## src/common/adgc_params.svh

```systemverilog
// register offsets, field positions, reset values and dB mapping constants
`ifndef ADGC_PARAMS_SVH
`define ADGC_PARAMS_SVH

// ***************************************************************
// register offsets
// ***************************************************************
`define ADGC_OFS_PROC_SETUP_B 8'h6C
`define ADGC_OFS_RANGE_BOOST 8'h6D
`define ADGC_OFS_AUTO_GAIN 8'h70
`define ADGC_OFS_INPUT_CHANNEL_ENABLES 8'h73

// ***************************************************************
// reset values
// ***************************************************************
`define ADGC_RST_PROC_SETUP_B 8'h40
`define ADGC_RST_RANGE_BOOST 8'h7B
`define ADGC_RST_AUTO_GAIN 8'hE7
`define ADGC_RST_INPUT_CHANNEL_ENABLES 8'hF0
// dB magnitudes of the reset codes: 7, B, E and 7
`define ADGC_RST_TRIG_DB 8'h36
`define ADGC_RST_RBGAIN_DB 8'h18
`define ADGC_RST_TGT_DB 8'h22
`define ADGC_RST_AGLIM_DB 8'h18

// ***************************************************************
// field positions
// ***************************************************************
`define ADGC_VOL_GANG_BIT 7
`define ADGC_BIQUAD_MSB 6
`define ADGC_BIQUAD_LSB 5
`define ADGC_NO_SOFT_STEP_BIT 4
`define ADGC_ENGINE_PICK_BIT 3
`define ADGC_HI_NIB_MSB 7
`define ADGC_HI_NIB_LSB 4
`define ADGC_LO_NIB_MSB 3
`define ADGC_LO_NIB_LSB 0

// ***************************************************************
// code to dB mapping: base magnitude, step, last legal code
// ***************************************************************
`define ADGC_TRIG_BASE_DB 8'h0C
`define ADGC_TRIG_STEP_DB 8'h06
`define ADGC_TRIG_MAX_CODE 4'h9
`define ADGC_RBGAIN_BASE_DB 8'h02
`define ADGC_RBGAIN_STEP_DB 8'h02
`define ADGC_RBGAIN_MAX_CODE 4'hC
`define ADGC_TGT_BASE_DB 8'h06
`define ADGC_TGT_STEP_DB 8'h02
`define ADGC_AGLIM_BASE_DB 8'h03
`define ADGC_AGLIM_STEP_DB 8'h03
`define ADGC_AGLIM_MAX_CODE 4'hD

`endif

```

## src/common/adgc_pkg.sv

```systemverilog
// types shared by the gain and channel configuration bank
package adgc_pkg;

  // which gain engine acts on enabled channels
  typedef enum logic {
    ADGC_ENGINE_RANGE_BOOST,
    ADGC_ENGINE_AUTO_GAIN
  } adgc_engine_t;

  typedef logic [7:0] adgc_byte_t;

endpackage

```

## src/design/adgc_config_bank.sv

```systemverilog
// gain engine, biquad and input channel configuration register bank
//
// Contract
// - two-bit biquad stage count 0..3, zero disables all, resets to two
// - soft-step disable bit: 0 ramps volume, mute and unmute; 1 does not
// - selector bit picks range boost engine (0) or auto gain engine (1)
// - trigger threshold code 0..9 maps -12 dB to -66 dB; 10..15 reserved
// - range boost gain limit code 0..12 maps 2 to 26 dB; rest reserved
// - trigger threshold resets to code seven, -54 dB
// - range boost gain limit resets to code eleven, 24 dB
// - auto gain target code 0..15 maps -6 dB to -36 dB
// - auto gain target resets to code fourteen, -34 dB
// - auto gain limit code 0..13 maps 3 to 42 dB; 14, 15 reserved
// - eight channel enables, channel one at bit 7 down to eight at bit 0
// - channels one to four enabled after reset
// - microphone-only channels five to eight disabled after reset
`timescale 1ns/1ns
`include "adgc_params.svh"

module adgc_config_bank (
  input wire logic core_clk,
  input wire logic rst,
  input wire logic [7:0] reg_addr,
  input wire logic [7:0] reg_wdata,
  input wire logic reg_wr_en,
  input wire logic reg_rd_en,
  output logic [7:0] reg_rdata,
  output logic reg_rd_valid,
  output logic [1:0] biquad_stages,
  output logic soft_step_on,
  output adgc_pkg::adgc_engine_t gain_engine_pick,
  output logic [3:0] range_boost_trigger_level,
  output logic [3:0] range_boost_gain_limit,
  output logic [3:0] auto_gain_target_level,
  output logic [3:0] auto_gain_limit,
  output logic [7:0] range_boost_trigger_neg_db,
  output logic [7:0] range_boost_gain_limit_db,
  output logic [7:0] auto_gain_target_neg_db,
  output logic [7:0] auto_gain_limit_db,
  output logic cfg_code_reserved,
  output logic input_ch1_on,
  output logic input_ch2_on,
  output logic input_ch3_on,
  output logic input_ch4_on,
  output logic input_ch5_on,
  output logic input_ch6_on,
  output logic input_ch7_on,
  output logic input_ch8_on
);

  // ***************************************************************
  // helpers
  // ***************************************************************

  // linear code to dB magnitude: base + step * code, fits in 8 bits
  function automatic logic [7:0] code_to_db(
    input logic [3:0] code,
    input logic [7:0] base,
    input logic [7:0] step
  );
    logic [11:0] prod;
    prod = 12'({8'h00, code} * {4'h0, step});
    code_to_db = 8'(prod + {4'h0, base});
  endfunction

  // true when the software write targets this offset
  function automatic logic hit(
    input logic [7:0] addr,
    input logic [7:0] ofs
  );
    hit = (addr == ofs);
  endfunction

  // ***************************************************************
  // storage registers
  // ***************************************************************
  adgc_pkg::adgc_byte_t proc_setup_b_ff;
  adgc_pkg::adgc_byte_t range_boost_setup_ff;
  adgc_pkg::adgc_byte_t auto_gain_setup_ff;
  adgc_pkg::adgc_byte_t input_channel_enables_ff;

  // processing setup b: gang, biquads, soft step, engine pick, low bits
  // reserved low bits stay writable so software sees what it wrote
  always_ff @(posedge core_clk or posedge rst) begin
    if (rst) begin
      proc_setup_b_ff <= `ADGC_RST_PROC_SETUP_B;
    end else if (reg_wr_en && hit(reg_addr, `ADGC_OFS_PROC_SETUP_B)) begin
      proc_setup_b_ff <= reg_wdata;
    end
  end

  // range boost thresholds, reset code 7 / code 11
  always_ff @(posedge core_clk or posedge rst) begin
    if (rst) begin
      range_boost_setup_ff <= `ADGC_RST_RANGE_BOOST;
    end else if (reg_wr_en && hit(reg_addr, `ADGC_OFS_RANGE_BOOST)) begin
      range_boost_setup_ff <= reg_wdata;
    end
  end

  // auto gain target and limit, reset code 14 / code 7
  always_ff @(posedge core_clk or posedge rst) begin
    if (rst) begin
      auto_gain_setup_ff <= `ADGC_RST_AUTO_GAIN;
    end else if (reg_wr_en && hit(reg_addr, `ADGC_OFS_AUTO_GAIN)) begin
      auto_gain_setup_ff <= reg_wdata;
    end
  end

  // channel enables: analog-capable four on, microphone-only four off
  always_ff @(posedge core_clk or posedge rst) begin
    if (rst) begin
      input_channel_enables_ff <= `ADGC_RST_INPUT_CHANNEL_ENABLES;
    end else if (reg_wr_en && hit(reg_addr, `ADGC_OFS_INPUT_CHANNEL_ENABLES)) begin
      input_channel_enables_ff <= reg_wdata;
    end
  end

  // ***************************************************************
  // read port
  // ***************************************************************

  // read data lands one cycle after the strobe; unmapped reads give zero
  always_ff @(posedge core_clk or posedge rst) begin
    if (rst) begin
      reg_rdata <= 8'h00;
      reg_rd_valid <= 1'b0;
    end else begin
      reg_rd_valid <= reg_rd_en;
      if (reg_rd_en) begin
        case (reg_addr)
          `ADGC_OFS_PROC_SETUP_B: reg_rdata <= proc_setup_b_ff;
          `ADGC_OFS_RANGE_BOOST: reg_rdata <= range_boost_setup_ff;
          `ADGC_OFS_AUTO_GAIN: reg_rdata <= auto_gain_setup_ff;
          `ADGC_OFS_INPUT_CHANNEL_ENABLES: reg_rdata <= input_channel_enables_ff;
          default: reg_rdata <= 8'h00;
        endcase
      end
    end
  end

  // ***************************************************************
  // datapath controls
  // ***************************************************************

  // field copies for the dsp path, one cycle behind the store
  always_ff @(posedge core_clk or posedge rst) begin
    if (rst) begin
      // reset copies derive from the stored reset bytes so both agree
      biquad_stages <= 2'(`ADGC_RST_PROC_SETUP_B >> `ADGC_BIQUAD_LSB);
      soft_step_on <= 1'(~(`ADGC_RST_PROC_SETUP_B >> `ADGC_NO_SOFT_STEP_BIT));
      gain_engine_pick <= adgc_pkg::adgc_engine_t'(
        1'(`ADGC_RST_PROC_SETUP_B >> `ADGC_ENGINE_PICK_BIT));
      range_boost_trigger_level <=
        4'(`ADGC_RST_RANGE_BOOST >> `ADGC_HI_NIB_LSB);
      range_boost_gain_limit <= 4'(`ADGC_RST_RANGE_BOOST);
      auto_gain_target_level <= 4'(`ADGC_RST_AUTO_GAIN >> `ADGC_HI_NIB_LSB);
      auto_gain_limit <= 4'(`ADGC_RST_AUTO_GAIN);
    end else begin
      biquad_stages <=
        proc_setup_b_ff[`ADGC_BIQUAD_MSB:`ADGC_BIQUAD_LSB];
      // active-high enable is the inverse of the stored disable bit
      soft_step_on <= ~proc_setup_b_ff[`ADGC_NO_SOFT_STEP_BIT];
      gain_engine_pick <= adgc_pkg::adgc_engine_t'(
        proc_setup_b_ff[`ADGC_ENGINE_PICK_BIT]);
      range_boost_trigger_level <=
        range_boost_setup_ff[`ADGC_HI_NIB_MSB:`ADGC_HI_NIB_LSB];
      range_boost_gain_limit <=
        range_boost_setup_ff[`ADGC_LO_NIB_MSB:`ADGC_LO_NIB_LSB];
      auto_gain_target_level <=
        auto_gain_setup_ff[`ADGC_HI_NIB_MSB:`ADGC_HI_NIB_LSB];
      auto_gain_limit <= auto_gain_setup_ff[`ADGC_LO_NIB_MSB:`ADGC_LO_NIB_LSB];
    end
  end

  // dB magnitudes; reserved codes extrapolate, flagged below instead
  always_ff @(posedge core_clk or posedge rst) begin
    if (rst) begin
      range_boost_trigger_neg_db <= `ADGC_RST_TRIG_DB;
      range_boost_gain_limit_db <= `ADGC_RST_RBGAIN_DB;
      auto_gain_target_neg_db <= `ADGC_RST_TGT_DB;
      auto_gain_limit_db <= `ADGC_RST_AGLIM_DB;
    end else begin
      range_boost_trigger_neg_db <= code_to_db(
        range_boost_setup_ff[`ADGC_HI_NIB_MSB:`ADGC_HI_NIB_LSB],
        `ADGC_TRIG_BASE_DB, `ADGC_TRIG_STEP_DB);
      range_boost_gain_limit_db <= code_to_db(
        range_boost_setup_ff[`ADGC_LO_NIB_MSB:`ADGC_LO_NIB_LSB],
        `ADGC_RBGAIN_BASE_DB, `ADGC_RBGAIN_STEP_DB);
      auto_gain_target_neg_db <= code_to_db(
        auto_gain_setup_ff[`ADGC_HI_NIB_MSB:`ADGC_HI_NIB_LSB],
        `ADGC_TGT_BASE_DB, `ADGC_TGT_STEP_DB);
      auto_gain_limit_db <= code_to_db(
        auto_gain_setup_ff[`ADGC_LO_NIB_MSB:`ADGC_LO_NIB_LSB],
        `ADGC_AGLIM_BASE_DB, `ADGC_AGLIM_STEP_DB);
    end
  end

  // reserved-code flag: hardware cannot refuse a write, only report it
  always_ff @(posedge core_clk or posedge rst) begin
    if (rst) begin
      cfg_code_reserved <= 1'b0;
    end else begin
      cfg_code_reserved <=
        (range_boost_setup_ff[`ADGC_HI_NIB_MSB:`ADGC_HI_NIB_LSB] >
         `ADGC_TRIG_MAX_CODE) ||
        (range_boost_setup_ff[`ADGC_LO_NIB_MSB:`ADGC_LO_NIB_LSB] >
         `ADGC_RBGAIN_MAX_CODE) ||
        (auto_gain_setup_ff[`ADGC_LO_NIB_MSB:`ADGC_LO_NIB_LSB] >
         `ADGC_AGLIM_MAX_CODE);
    end
  end

  // per-channel enables, channel one in the top bit
  always_ff @(posedge core_clk or posedge rst) begin
    if (rst) begin
      {input_ch1_on, input_ch2_on, input_ch3_on, input_ch4_on,
       input_ch5_on, input_ch6_on, input_ch7_on, input_ch8_on} <=
        `ADGC_RST_INPUT_CHANNEL_ENABLES;
    end else begin
      {input_ch1_on, input_ch2_on, input_ch3_on, input_ch4_on,
       input_ch5_on, input_ch6_on, input_ch7_on, input_ch8_on} <=
        input_channel_enables_ff;
    end
  end

endmodule // adgc_config_bank

```

## config.mk

```make
export PLATFORM = sky130hd
export DESIGN_NAME = adgc_config_bank
export DESIGN_NICKNAME = d
export VERILOG_FILES = /design/src/common/adgc_pkg.sv /design/src/design/adgc_config_bank.sv
export VERILOG_INCLUDE_DIRS = /design/src /design/src/common
export SDC_FILE = /design/constraint.sdc
export NUM_CORES = 1
export LEC_CHECK = 0
export ABC_AREA = 1
export BUFFER_PORTS_ARGS = -buffer_cell sky130_fd_sc_hd__buf_4
export CORE_UTILIZATION = 40
export CTS_CLUSTER_DIAMETER = 30
export DETAILED_ROUTE_END_ITERATION = 12
export GPL_ROUTABILITY_DRIVEN = 0
export SLEW_MARGIN = 20
export SYNTH_ARGS = -nofsm -noshare
export SYNTH_HDL_FRONTEND = slang
export SYNTH_SLANG_ARGS = --single-unit
```

## constraint.sdc

```tcl
create_clock -name core_clk -period 2.9 [get_ports core_clk]
set_input_delay 0.145 -clock core_clk [delete_from_list [all_inputs] [get_ports core_clk]]
set_output_delay 0.145 -clock core_clk [all_outputs]
set_load 0.02 [all_outputs]
```

==> results of run 1 <==
## synth_stat cells (all sizes together)
cell | number | area (um2)
conb | 1 | 3.75
o211ai | 1 | 7.51
fa | 1 | 20.0
or2 | 1 | 6.26
dfstp | 44 | 1160
o311ai | 1 | 8.76
ha | 18 | 225
nor2 | 13 | 185
a21oi | 3 | 15.0
nand3 | 37 | 185
nor3 | 2 | 10.0
nand3b | 1 | 7.51
buf | 15 | 124
xor2 | 8 | 70.1
clkbuf | 1 | 3.75
nand2 | 109 | 449
inv | 36 | 135
dfrtp | 48 | 1200
xnor2 | 2 | 17.5
o21ai | 43 | 215
## cells in the final DEF, fill, tap and decap left out, types with 2 or more instances in the layout
cell type / count
nor2_4: 3
buf_4: 80
inv_1: 33
clkbuf_8: 9
dfstp_2: 44
xor2_1: 8
nor2_1: 3
conb_1: 9
nand2_4: 4
o21ai_1: 16
ha_1: 18
o21ai_0: 27
inv_2: 2
clkinv_2: 4
xnor2_1: 2
nor3_1: 2
a21oi_1: 3
nand2_1: 101
dlygate4sd3_1: 2
dfrtp_1: 48
nand2_2: 4
nand3_1: 37
bufinv_16: 2
nor2_8: 7
## what timing repair did
item | in CTS | in global routing
hold buffers | 2 | 0
resized for setup | 0 | 0
hold endpoints to repair | 5 | 0
## power groups by stage
stage,registers [W],clock network (W),logic [W]
finish,0.00153,0.000935,0.000599
CTS,0.00154,0.000946,0.000609
floorplan,0.00168,0,0.000236
global placement,0.00156,0,0.000595
global route,0.00155,0.00101,0.000656
detailed placement,0.00156,0,0.000605
## state kept, by name (all words and copies together), names as in the netlist, 2 cells and up
register / cells
range_boost_trigger_level: 4
range_boost_gain_limit: 4
auto_gain_target_level: 4
auto_gain_limit_db: 6
proc_setup_b_ff: 8
range_boost_gain_limit_db: 5
auto_gain_limit: 4
range_boost_setup_ff: 8
auto_gain_setup_ff: 8
auto_gain_target_neg_db: 5
input_channel_enables_ff: 8
biquad_stages: 2
range_boost_trigger_neg_db: 6
reg_rdata: 8
## through the flow
| step | hold slack, ns | cell area [um2] | total power (W) | util | setup slack, ns |
|---|---|---|---|---|---|
| finish | 0.0165 | 4970 | 0.00307 | 0.509 | 1.07 |
| global route | 0.0140 | 4970 | 0.00322 | 0.509 | 0.967 |
| CTS | 0.0122 | 4970 | 0.00309 | 0.509 | 1.05 |
| detailed placement | 0.343 | 4740 | 0.00216 | 0.485 | 1.08 |
| global placement | 0.337 | 4740 | 0.00215 | 0.485 | 1.13 |
| floorplan | 0.176 | 4080 | 0.00191 | - | 0.436 |
## layer usage
metal / wire (um) / track usage / vias up / part of all wire
li1: - / - / 1383 / -
met1: 4000 / 0.241 / 1347 / 0.47
met2: 3900 / 0.259 / 77 / 0.46
met3: 457 / 0.0427 / 9 / 0.054
met4: 114 / 0.0527 / 0 / 0.013
met5: 0 / 0 / - / 0
## kinds of logic (layout without fill, tap and decap cells)
group,Yosys count,count (layout),synth area share
DFF,92,92,0.583
xor gates and xnor gates,10,10,0.0216
buffers and inverters,52,135,0.0649
and+or+nand+nor,163,163,0.208
other,1,9,0.000927
adders and majority gates,19,19,0.0606
AOI/OAI and AO/OA,48,48,0.0609
## final timing paths
check / to / slack (ns) / cells past startpoint
max: range_boost_trigger_neg_db[6]$_DFF_PP0_ / 1.07 / 8
min: input_channel_enables_ff[6]$_DFFE_PP1P_ / 0.02 / 3
max reg2reg: range_boost_trigger_neg_db[6]$_DFF_PP0_ / 1.07 / 8
min reg2reg: input_ch2_on$_DFF_PP1_ / 0.38 / 0
max in group asynchronous: range_boost_setup_ff[1]$_DFFE_PP1P_ / 1.62 / 4
min in group asynchronous: auto_gain_target_level[0]$_DFF_PP0_ / 0.51 / 3
## final cells by class
class / count / area (um2) / share of cell area
clock buffers: 9 / 124 / 0.0249
repair buffers: 83 / 641 / 0.129
multi-input cells: 249 / 1460 / 0.293
inverters: 36 / 136 / 0.0274
well taps: 133 / 166 / 0.0335
flip-flops and latches: 92 / 2360 / 0.474
clock inverters: 7 / 91.3 / 0.0184
## tightest hold or removal path: cells and delay by family
kind                   cells  cell delay, ns
buffers and inverters      1            0.13
and+or+nand+nor            2            0.10
==> flow_metrics.tcl, run 1 <==
set metrics [dict create \
    status "completed" \
    via_count_of_the_first_global_routing_pass 2637 \
    critPathKind "register to register" \
    finalHoldViolCount 0 \
    cp.buffers_inverters 1 \
    setup_viol 0 \
    intPower_w 0.00218 \
    cp_max_fo 6 \
    leakage_nw 2.69 \
    maxCapViolations 0 \
    setup_total_negative_slack_ns 0 \
    wl_per_cell_um 13.9 \
    route.antenna.remaining_nets 0 \
    fillers 920 \
    initial_drt_markers 178 \
    design.die.area_mm2 0.0105 \
    numCtsBuffers 9 \
    worst_clock_skew_ns 0.00977 \
    global_route_wire_length_before_repair_mm 13.3 \
    timing.critical_path.required_ns 3.15 \
    numPlacedInstances 591 \
    rows 36 \
    cts_setup_buffers 0 \
    antenna_cells 0 \
    finish.cell_count_without_fillers 609 \
    drive_above_1_share 0.342 \
    final_period_minus_worst_setup_slack_ns 1.83 \
    effective_utilization_at_floorplan 0.414 \
    irDropWorstVdd_mv 0.279 \
    final_nets 510 \
    power.share.combinational 0.195 \
    crit_chain "ha_1 > fa_1 > inv_1 > ha_1 > nor2_1 > nand2_1 > nand2_1 > nand2_1" \
    slew_violations 0 \
    track_usage 0.171 \
    min-delay-path-class "input port to register" \
    syn-cell-area_mm2 0.00405 \
    min-delay-start "reg_wdata[6]" \
    power.net_switching_w 0.000884 \
    power.switching_fraction 0.288 \
    numClockSinks 92 \
    drc 0 \
    post_synthesis_cell_type_count 27 \
    antenna_found_initial 0 \
    setup_repair_after_global_routing_missed_its_margin "false" \
    grt_start_max_net_pins 54 \
    flop_and_latch_count_out_of_synthesis 92 \
    timing.critical_path.arrival_ns 2.08 \
    ctsLongestPathBuffers 2 \
    critical_path.slowest_cell "fa_1" \
    power.share.clock 0.305 \
    relSlewSlack 0.362 \
    fp.dieW_um 103 \
    global_route.overflow_total 0 \
    max_slew.worst_pin.slew_ns 0.956 \
    crit_family "adder cells" \
    via_per_inst 4.62 \
    cts_tree "done" \
    max_clock_freq_mhz 546 \
    cts_htree_levels 3 \
    die-height_um 103 \
    flow.area_growth_from_synthesis_pct 22.9 \
    post_synth_inst_count 385 \
    yosys_warnings 0 \
    crit_path_end_kind "register" \
    drt_wl_total_mm 8.47 \
    power_share_of_the_sequential_group 0.500 \
    critPathMostFrequentCell "nand2_1" \
    crit_start "range_boost_setup_ff[5]$_DFFE_PP1P_" \
    detailed_place_hpwl_mm 6.15 \
    startpoint_type "register" \
    worst_path_largest_cell_delay_ns 0.52 \
    worst_setup_hold_path_clk_slew_ns 0.09 \
    numPortBuffers 80 \
    synth_area_per_cell_um2 10.5 \
    sequential_share_of_the_synthesized_area 0.583 \
    floorplan.core_area_mm2 0.00977 \
    drtPass1Iterations 4 \
    io_pins 90 \
    cts_root_buf "clkbuf_8" \
    insertion_delay_ns 0.36 \
    crit-reg2reg-launch "range_boost_setup_ff[5]$_DFFE_PP1P_" \
    dr_total_vias 2816 \
    power.density_cell_area_mw_per_mm2 617 \
    finalCritPeriodShare 0.631 \
]
No activity file was read; power rests on OpenSTA's default activity.
==> run 2: changes to the inputs <==
--- a/config.mk
+++ b/config.mk
@@ -6,7 +6,7 @@
 export SDC_FILE = /design/constraint.sdc
 export NUM_CORES = 1
 export LEC_CHECK = 0
-export ABC_AREA = 1
+export ABC_AREA = 0
 export BUFFER_PORTS_ARGS = -buffer_cell sky130_fd_sc_hd__buf_4
 export CORE_UTILIZATION = 40
 export CTS_CLUSTER_DIAMETER = 30
==> constraint.sdc (replaced) <==
create_clock -name core_clk -period 1.8 [get_ports core_clk]
set_input_delay 0.09 -clock core_clk [delete_from_list [all_inputs] [get_ports core_clk]]
set_output_delay 0.09 -clock core_clk [all_outputs]
set_load 0.02 [all_outputs]
==> run 2 against run 1 <==
Net effect: the run now ends with negative setup slack left; critical path depth is the same; count of clock-buffer cells in the layout is 1 higher; total power grew 46%; via count shrank 8.0%; clock power is 68% higher; first-iteration DRC count shrank 74%; combinational power grew 7.7%; flip-flop and latch count unchanged; clock skew about the same; largest cell class unchanged; highest routed layer unchanged.
==> flow_metrics.tcl, run 2 <==
set metrics [dict create \
    fp.dieW_um 102 \
    wl_per_cell_um 14.5 \
    power_w 0.00449 \
    max_slew.worst_pin.slew_ns 0.575 \
    antenna_cells 0 \
    drt_wl_total_mm 8.04 \
    power.net_switching_w 0.00111 \
    global_route.overflow_total 0 \
    effective_utilization_at_floorplan 0.411 \
    power.share.clock 0.348 \
    yosys_warnings 0 \
    timing.critical_path.required_ns 2.04 \
    cts_root_buf "clkbuf_8" \
    cts_tree "done" \
    cp_max_fo 4 \
    power.density_cell_area_mw_per_mm2 846 \
    io_pins 90 \
    critPathKind "register to register" \
    intPower_w 0.00339 \
    crit_path_end_kind "register" \
    flow.area_growth_from_synthesis_pct 33.5 \
    ctsLongestPathBuffers 2 \
    global_route_wire_length_before_repair_mm 13.0 \
    antenna_found_initial 0 \
    initial_drt_markers 46 \
    max_clock_freq_mhz 487 \
    finalCritPeriodShare 1.14 \
    syn-cell-area_mm2 0.00398 \
    cts_htree_levels 3 \
    design.die.area_mm2 0.0104 \
    sequential_share_of_the_synthesized_area 0.592 \
    violations_in_the_final_reports "negative setup slack" \
    post_synth_inst_count 296 \
    synth-main-ff-cell "dfrtp_1" \
    relSlewSlack 0.616 \
    drc 0 \
    finish.utilization 0.548 \
    setup_total_negative_slack_ns -0.439 \
    numPlacedInstances 529 \
    insertion_delay_ns 0.35 \
    power.switching_fraction 0.246 \
    synth.most_common_cell "dfrtp_1" \
    synth_top_cells_by_area "dfrtp_1 (30%), dfstp_2 (29%), mux2_2 (6.8%)" \
    finish.cell_count_without_fillers 555 \
    slack_of_the_critical_path_ns -0.253 \
    numCtsBuffers 9 \
    worst_setup_hold_path_clk_slew_ns 0.09 \
    track_usage 0.169 \
    die-height_um 102 \
    synth.cells.most_frequent "dfrtp_1 (48), dfstp_2 (44), inv_1 (29)" \
    flop_and_latch_count_out_of_synthesis 92 \
    power.share.combinational 0.144 \
    ys_async_sr_fraction 1.00 \
    grt_start_max_net_pins 29 \
    layout.cells.most_common_list "buf_4 (109), dfrtp_1 (48), dfstp_2 (44)" \
    finalHoldViolCount 0 \
    worst_clock_skew_ns 0.0101 \
    detailed_place_hpwl_mm 5.89 \
    setup_viol 2 \
    instance_area_after_placement_mm2 0.00493 \
    synthDominantCellAreaShare 0.302 \
    synth-edff-count 0 \
    leakage_nw 2.49 \
    rows 36 \
    crit_start "range_boost_setup_ff[5]$_DFFE_PP1P_" \
    via_count_of_the_first_global_routing_pass 2511 \
    startpoint_type "register" \
    via_per_inst 4.67 \
    min-delay-start "reg_wdata[7]" \
    final_period_minus_worst_setup_slack_ns 2.05 \
    irDropWorstVdd_mv 0.447 \
    design_area_mm2 0.00531 \
    final_nets 456 \
    maxCapViolations 0 \
    power_share_of_the_sequential_group 0.508 \
    min-delay-path-class "input port to register" \
    route.antenna.remaining_nets 0 \
    setup_repair_after_global_routing_missed_its_margin "true" \
    drtPass1Iterations 4 \
    dr_total_vias 2592 \
    post_synthesis_cell_type_count 48 \
    numClockSinks 92 \
    layout.cells.most_common "buf_4" \
    status "finished, violations left" \
    slew_violations 0 \
    numPortBuffers 80 \
    synth_area_leader_cell "dfrtp_1" \
    timing.critical_path.arrival_ns 2.29 \
    drive_above_1_share 0.540 \
    synth_area_per_cell_um2 13.4 \
    crit-reg2reg-launch "range_boost_setup_ff[5]$_DFFE_PP1P_" \
    floorplan.core_area_mm2 0.00968 \
]
[run 2: cell count changes after synthesis, sizes merged, moves of 7 or more]
cell / before / now
a22oi: 0 / 8
inv: 36 / 29
mux2: 0 / 32
mux2i: 0 / 9
nand2: 109 / 9
nand3: 37 / 2
nor2: 13 / 6
o21ai: 43 / 5
o22a: 0 / 8
o22ai: 0 / 9
xnor2: 2 / 9
[run 2: worst paths after layout]
path	endpoint	slack [ns]	cells past startpoint
hold / removal	range_boost_setup_ff[7]$_DFFE_PP0P_	0.02	2
setup / recovery	range_boost_trigger_neg_db[6]$_DFF_PP0_	-0.25	8
hold reg to reg	input_ch2_on$_DFF_PP1_	0.37	0
max in group asynchronous	range_boost_trigger_neg_db[2]$_DFF_PP1_	0.79	4
setup reg to reg	range_boost_trigger_neg_db[6]$_DFF_PP0_	-0.25	8
min in group asynchronous	range_boost_trigger_level[3]$_DFF_PP0_	0.35	3
[run 2: what timing repair did]
action,CTS,global route
endpoints found under the setup margin,3,4
pin swaps,7,1
hold buffers,8,0
resized for setup,5,6
endpoints found under the hold margin,33,0
buffers inserted,2,1
[run 2: cell type report]
cell class                      instances  area (um2)
Fill cell                             831        4370
Sequential cell                        92        2360
Multi-Input combinational cell        163        1470
Timing Repair Buffer                  122         972
Tap cell                              133         166
Clock buffer                           10         149
Inverter                               29         113
Clock inverter                          6        85.1
[run 2: power by group through the flow]
stage	Clock, W	Sequential (W)	Combinational [W]
2_1_floorplan	0	0.00242	0.000253
3_3_place_gp	0	0.00232	0.000602
3_5_place_dp	0	0.00232	0.000610
4_1_cts	0.00162	0.00228	0.000642
5_1_grt	0.00170	0.00230	0.000705
6_report	0.00157	0.00228	0.000645
[run 2: metrics by stage]
| stage | worst slack, ns | hold slack, ns |
|---|---|---|
| final | -0.253 | 0.0155 |
| after global routing | -0.326 | 0.00339 |
| after CTS | -0.263 | 0.00416 |
| after detailed placement | -0.329 | 0.190 |
| after global placement | -0.231 | 0.188 |
| after floorplan | -0.287 | 0.121 |
[run 2: kinds of logic after synthesis]
family / synth area share
DFF: 0.592
buffers and inverters: 0.0597
AOI/OAI and AO/OA: 0.0833
muxes: 0.121
and+or+nand+nor: 0.0525
adders and majority gates: 0.0616
xor gates and xnor gates: 0.0286
other: 0.000942
[run 2: layer usage]
layer  vias up  wire length [um]  GRT usage
li1       1235                 -          -
met2        72              3650      0.249
met3        10               318     0.0283
met1      1275              3940      0.249
met5         -                 0          0
met4         0               129     0.0635
[run 2: worst max-delay path: stages, from the launching register on]
cell and delay, ns:
dfstp_2 0.41, ha_4 0.16, fa_1 0.53, inv_2 0.05, ha_4 0.15, or3_1 0.32, a21oi_2 0.13, a311o_1 0.11
o41ai_1 0.07
==> run 3: changes to the inputs <==
--- a/config.mk
+++ b/config.mk
@@ -12,6 +12,7 @@
 export CTS_CLUSTER_DIAMETER = 30
 export DETAILED_ROUTE_END_ITERATION = 12
 export GPL_ROUTABILITY_DRIVEN = 0
+export RECOVER_POWER = 25
 export SLEW_MARGIN = 20
 export SYNTH_ARGS = -nofsm -noshare
 export SYNTH_HDL_FRONTEND = slang
==> run 3 against run 2 <==
Net effect: the run still ends with negative setup slack left; non-clock buffer count did not move; maximum frequency about the same; first-iteration DRC count unchanged; register-to-register slack is essentially flat; sequential power barely moved; clock skew about the same; setup slack about the same; largest power group unchanged.
==> flow_metrics.tcl, run 3 (synthesis results as in run 2) <==
set metrics [dict create \
    worst_r2r_endpoint "range_boost_trigger_neg_db[6]$_DFF_PP0_" \
    power.density_cell_area_mw_per_mm2 847 \
    finalCritPeriodShare 1.14 \
    power_w 0.00448 \
    global_route_wire_length_before_repair_mm 13.0 \
    initial_drt_markers 46 \
    crit_path_end_kind "register" \
    effective_utilization_at_floorplan 0.411 \
    register_area_mm2 0.00236 \
    layout.cells.most_common_list "buf_4 (106), dfrtp_1 (48), dfstp_2 (33)" \
    final_nets 456 \
    route.antenna.remaining_nets 0 \
    drt_wl_total_mm 8.05 \
    track_usage 0.169 \
    setup.worst_path.end "range_boost_trigger_neg_db[6]$_DFF_PP0_" \
    slack_of_the_critical_path_ns -0.253 \
    maxCapViolations 0 \
    crit-reg2reg-launch "range_boost_setup_ff[5]$_DFFE_PP1P_" \
    final_period_minus_worst_setup_slack_ns 2.05 \
    min-delay-path-class "input port to register" \
    finalHoldViolCount 0 \
    cts_tree "done" \
    violations_in_the_final_reports "negative setup slack" \
    ctsLongestPathBuffers 2 \
    timing.critical_path.required_ns 2.04 \
    antenna_cells 0 \
    drc 0 \
    numPortBuffers 80 \
    relSlewSlack 0.253 \
    drtPass1Iterations 4 \
    design.die.area_mm2 0.0104 \
    crit_start "range_boost_setup_ff[5]$_DFFE_PP1P_" \
    floorplan.core_area_mm2 0.00968 \
    number_of_cells_on_the_worst_hold_path 2 \
    cts_htree_levels 3 \
    critPathKind "register to register" \
    cp_max_fo 4 \
    flow.area_growth_from_synthesis_pct 32.9 \
    multiInputGateArea_mm2 0.00147 \
    finish.cell_count_without_fillers 555 \
    reg2reg_slack_ns -0.25 \
    leakage_nw 2.48 \
    rows 36 \
    slew_violations 0 \
    numCtsBuffers 9 \
    setup_viol 2 \
    drive_above_1_share 0.509 \
    wl_per_cell_um 14.5 \
    fp.dieW_um 102 \
    worst_setup_hold_path_clk_slew_ns 0.09 \
    max_slew.worst_pin.slew_ns 1.11 \
    via_per_inst 4.66 \
    setup_repair_after_global_routing_missed_its_margin "true" \
    antenna_found_initial 0 \
    layout.cells.most_common "buf_4" \
    die-height_um 102 \
    timing.critical_path.arrival_ns 2.29 \
    io_pins 90 \
    finish.utilization 0.546 \
    global_route.overflow_total 0 \
    via_count_of_the_first_global_routing_pass 2511 \
    grt_start_max_net_pins 29 \
    numPlacedInstances 529 \
    max_clock_freq_mhz 487 \
    fillers 834 \
    startpoint_type "register" \
    insertion_delay_ns 0.35 \
    detailed_place_hpwl_mm 5.89 \
    worst_clock_skew_ns 0.0101 \
    place_worst_setup_slack_ns -0.329 \
    numClockSinks 92 \
    dr_total_vias 2589 \
    status "finished, violations left" \
    worstRegToRegCells 8 \
    irDropWorstVdd_mv 0.447 \
    cts_root_buf "clkbuf_8" \
]
## run 3: changes by cell type in the layout (fill, tap and decap cells not counted), sizes merged
cell / before / now
buf: 114 / 110
clkbuf: 10 / 14
## run 3: area by class of cell
cell class / instances / share of cell area
tap: 133 / 0.0315
multi-input combinational: 163 / 0.278
sequential: 92 / 0.446
inverter: 29 / 0.0208
timing repair buffer: 122 / 0.180
clock inverter: 6 / 0.0161
clock buffer: 10 / 0.0282
## run 3: worst max-delay path, cell delays in order (launching register included)
cell,delay [ns]
dfstp_2,0.41
ha_4,0.16
fa_1,0.53
inv_2,0.05
ha_4,0.15
or3_1,0.32
a21oi_2,0.13
a311o_1,0.11
o41ai_1,0.07
## run 3: worst min-delay path by stage
stage / startpoint / endpoint / slack [ns]
2_1_floorplan: reg_rd_en / reg_rd_valid$_DFF_PP0_ / 0.12
3_3_place_gp: rst / range_boost_trigger_level[3]$_DFF_PP0_ / 0.19
3_5_place_dp: rst / range_boost_trigger_level[3]$_DFF_PP0_ / 0.19
6_report: reg_wdata[7] / range_boost_setup_ff[7]$_DFFE_PP0P_ / 0.02
4_1_cts: reg_wdata[7] / auto_gain_setup_ff[7]$_DFFE_PP1P_ / 0.004
5_1_grt: reg_wdata[6] / range_boost_setup_ff[6]$_DFFE_PP1P_ / 0.003
## run 3: through the flow
step	setup TNS [ns]	hold WS [ns]	area, um2
6_report	-0.438	0.0153	5290
5_1_grt	-0.673	0.00339	5290
4_1_cts	-0.475	0.00416	5280
3_5_place_dp	-0.650	0.190	4930
3_3_place_gp	-0.457	0.188	4930
2_1_floorplan	-0.372	0.121	4030
## run 3: power breakdown
part | total [W] | internal [W] | switching (W)
clock network | 0.00156 | 0.000861 | 0.000702
registers | 0.00228 | 0.00222 | 0.0000601
logic | 0.000639 | 0.000298 | 0.000341
total | 0.00448 | 0.00338 | 0.00110
## run 3: layer usage
metal  GRT usage  vias to the layer above  share of wire
li1            -                     1237              -
met1       0.249                     1273           0.49
met2       0.249                       69           0.45
met3      0.0283                       10          0.038
met4      0.0635                        0          0.017
met5           0                        -              0
## run 3: what timing repair did
action | in CTS | in global routing
gates resized for setup | 5 | 6
setup endpoints to repair | 3 | 4
hold endpoints to repair | 33 | 0
pin swaps | 7 | 1
setup buffers | 2 | 1
hold buffers | 8 | 0
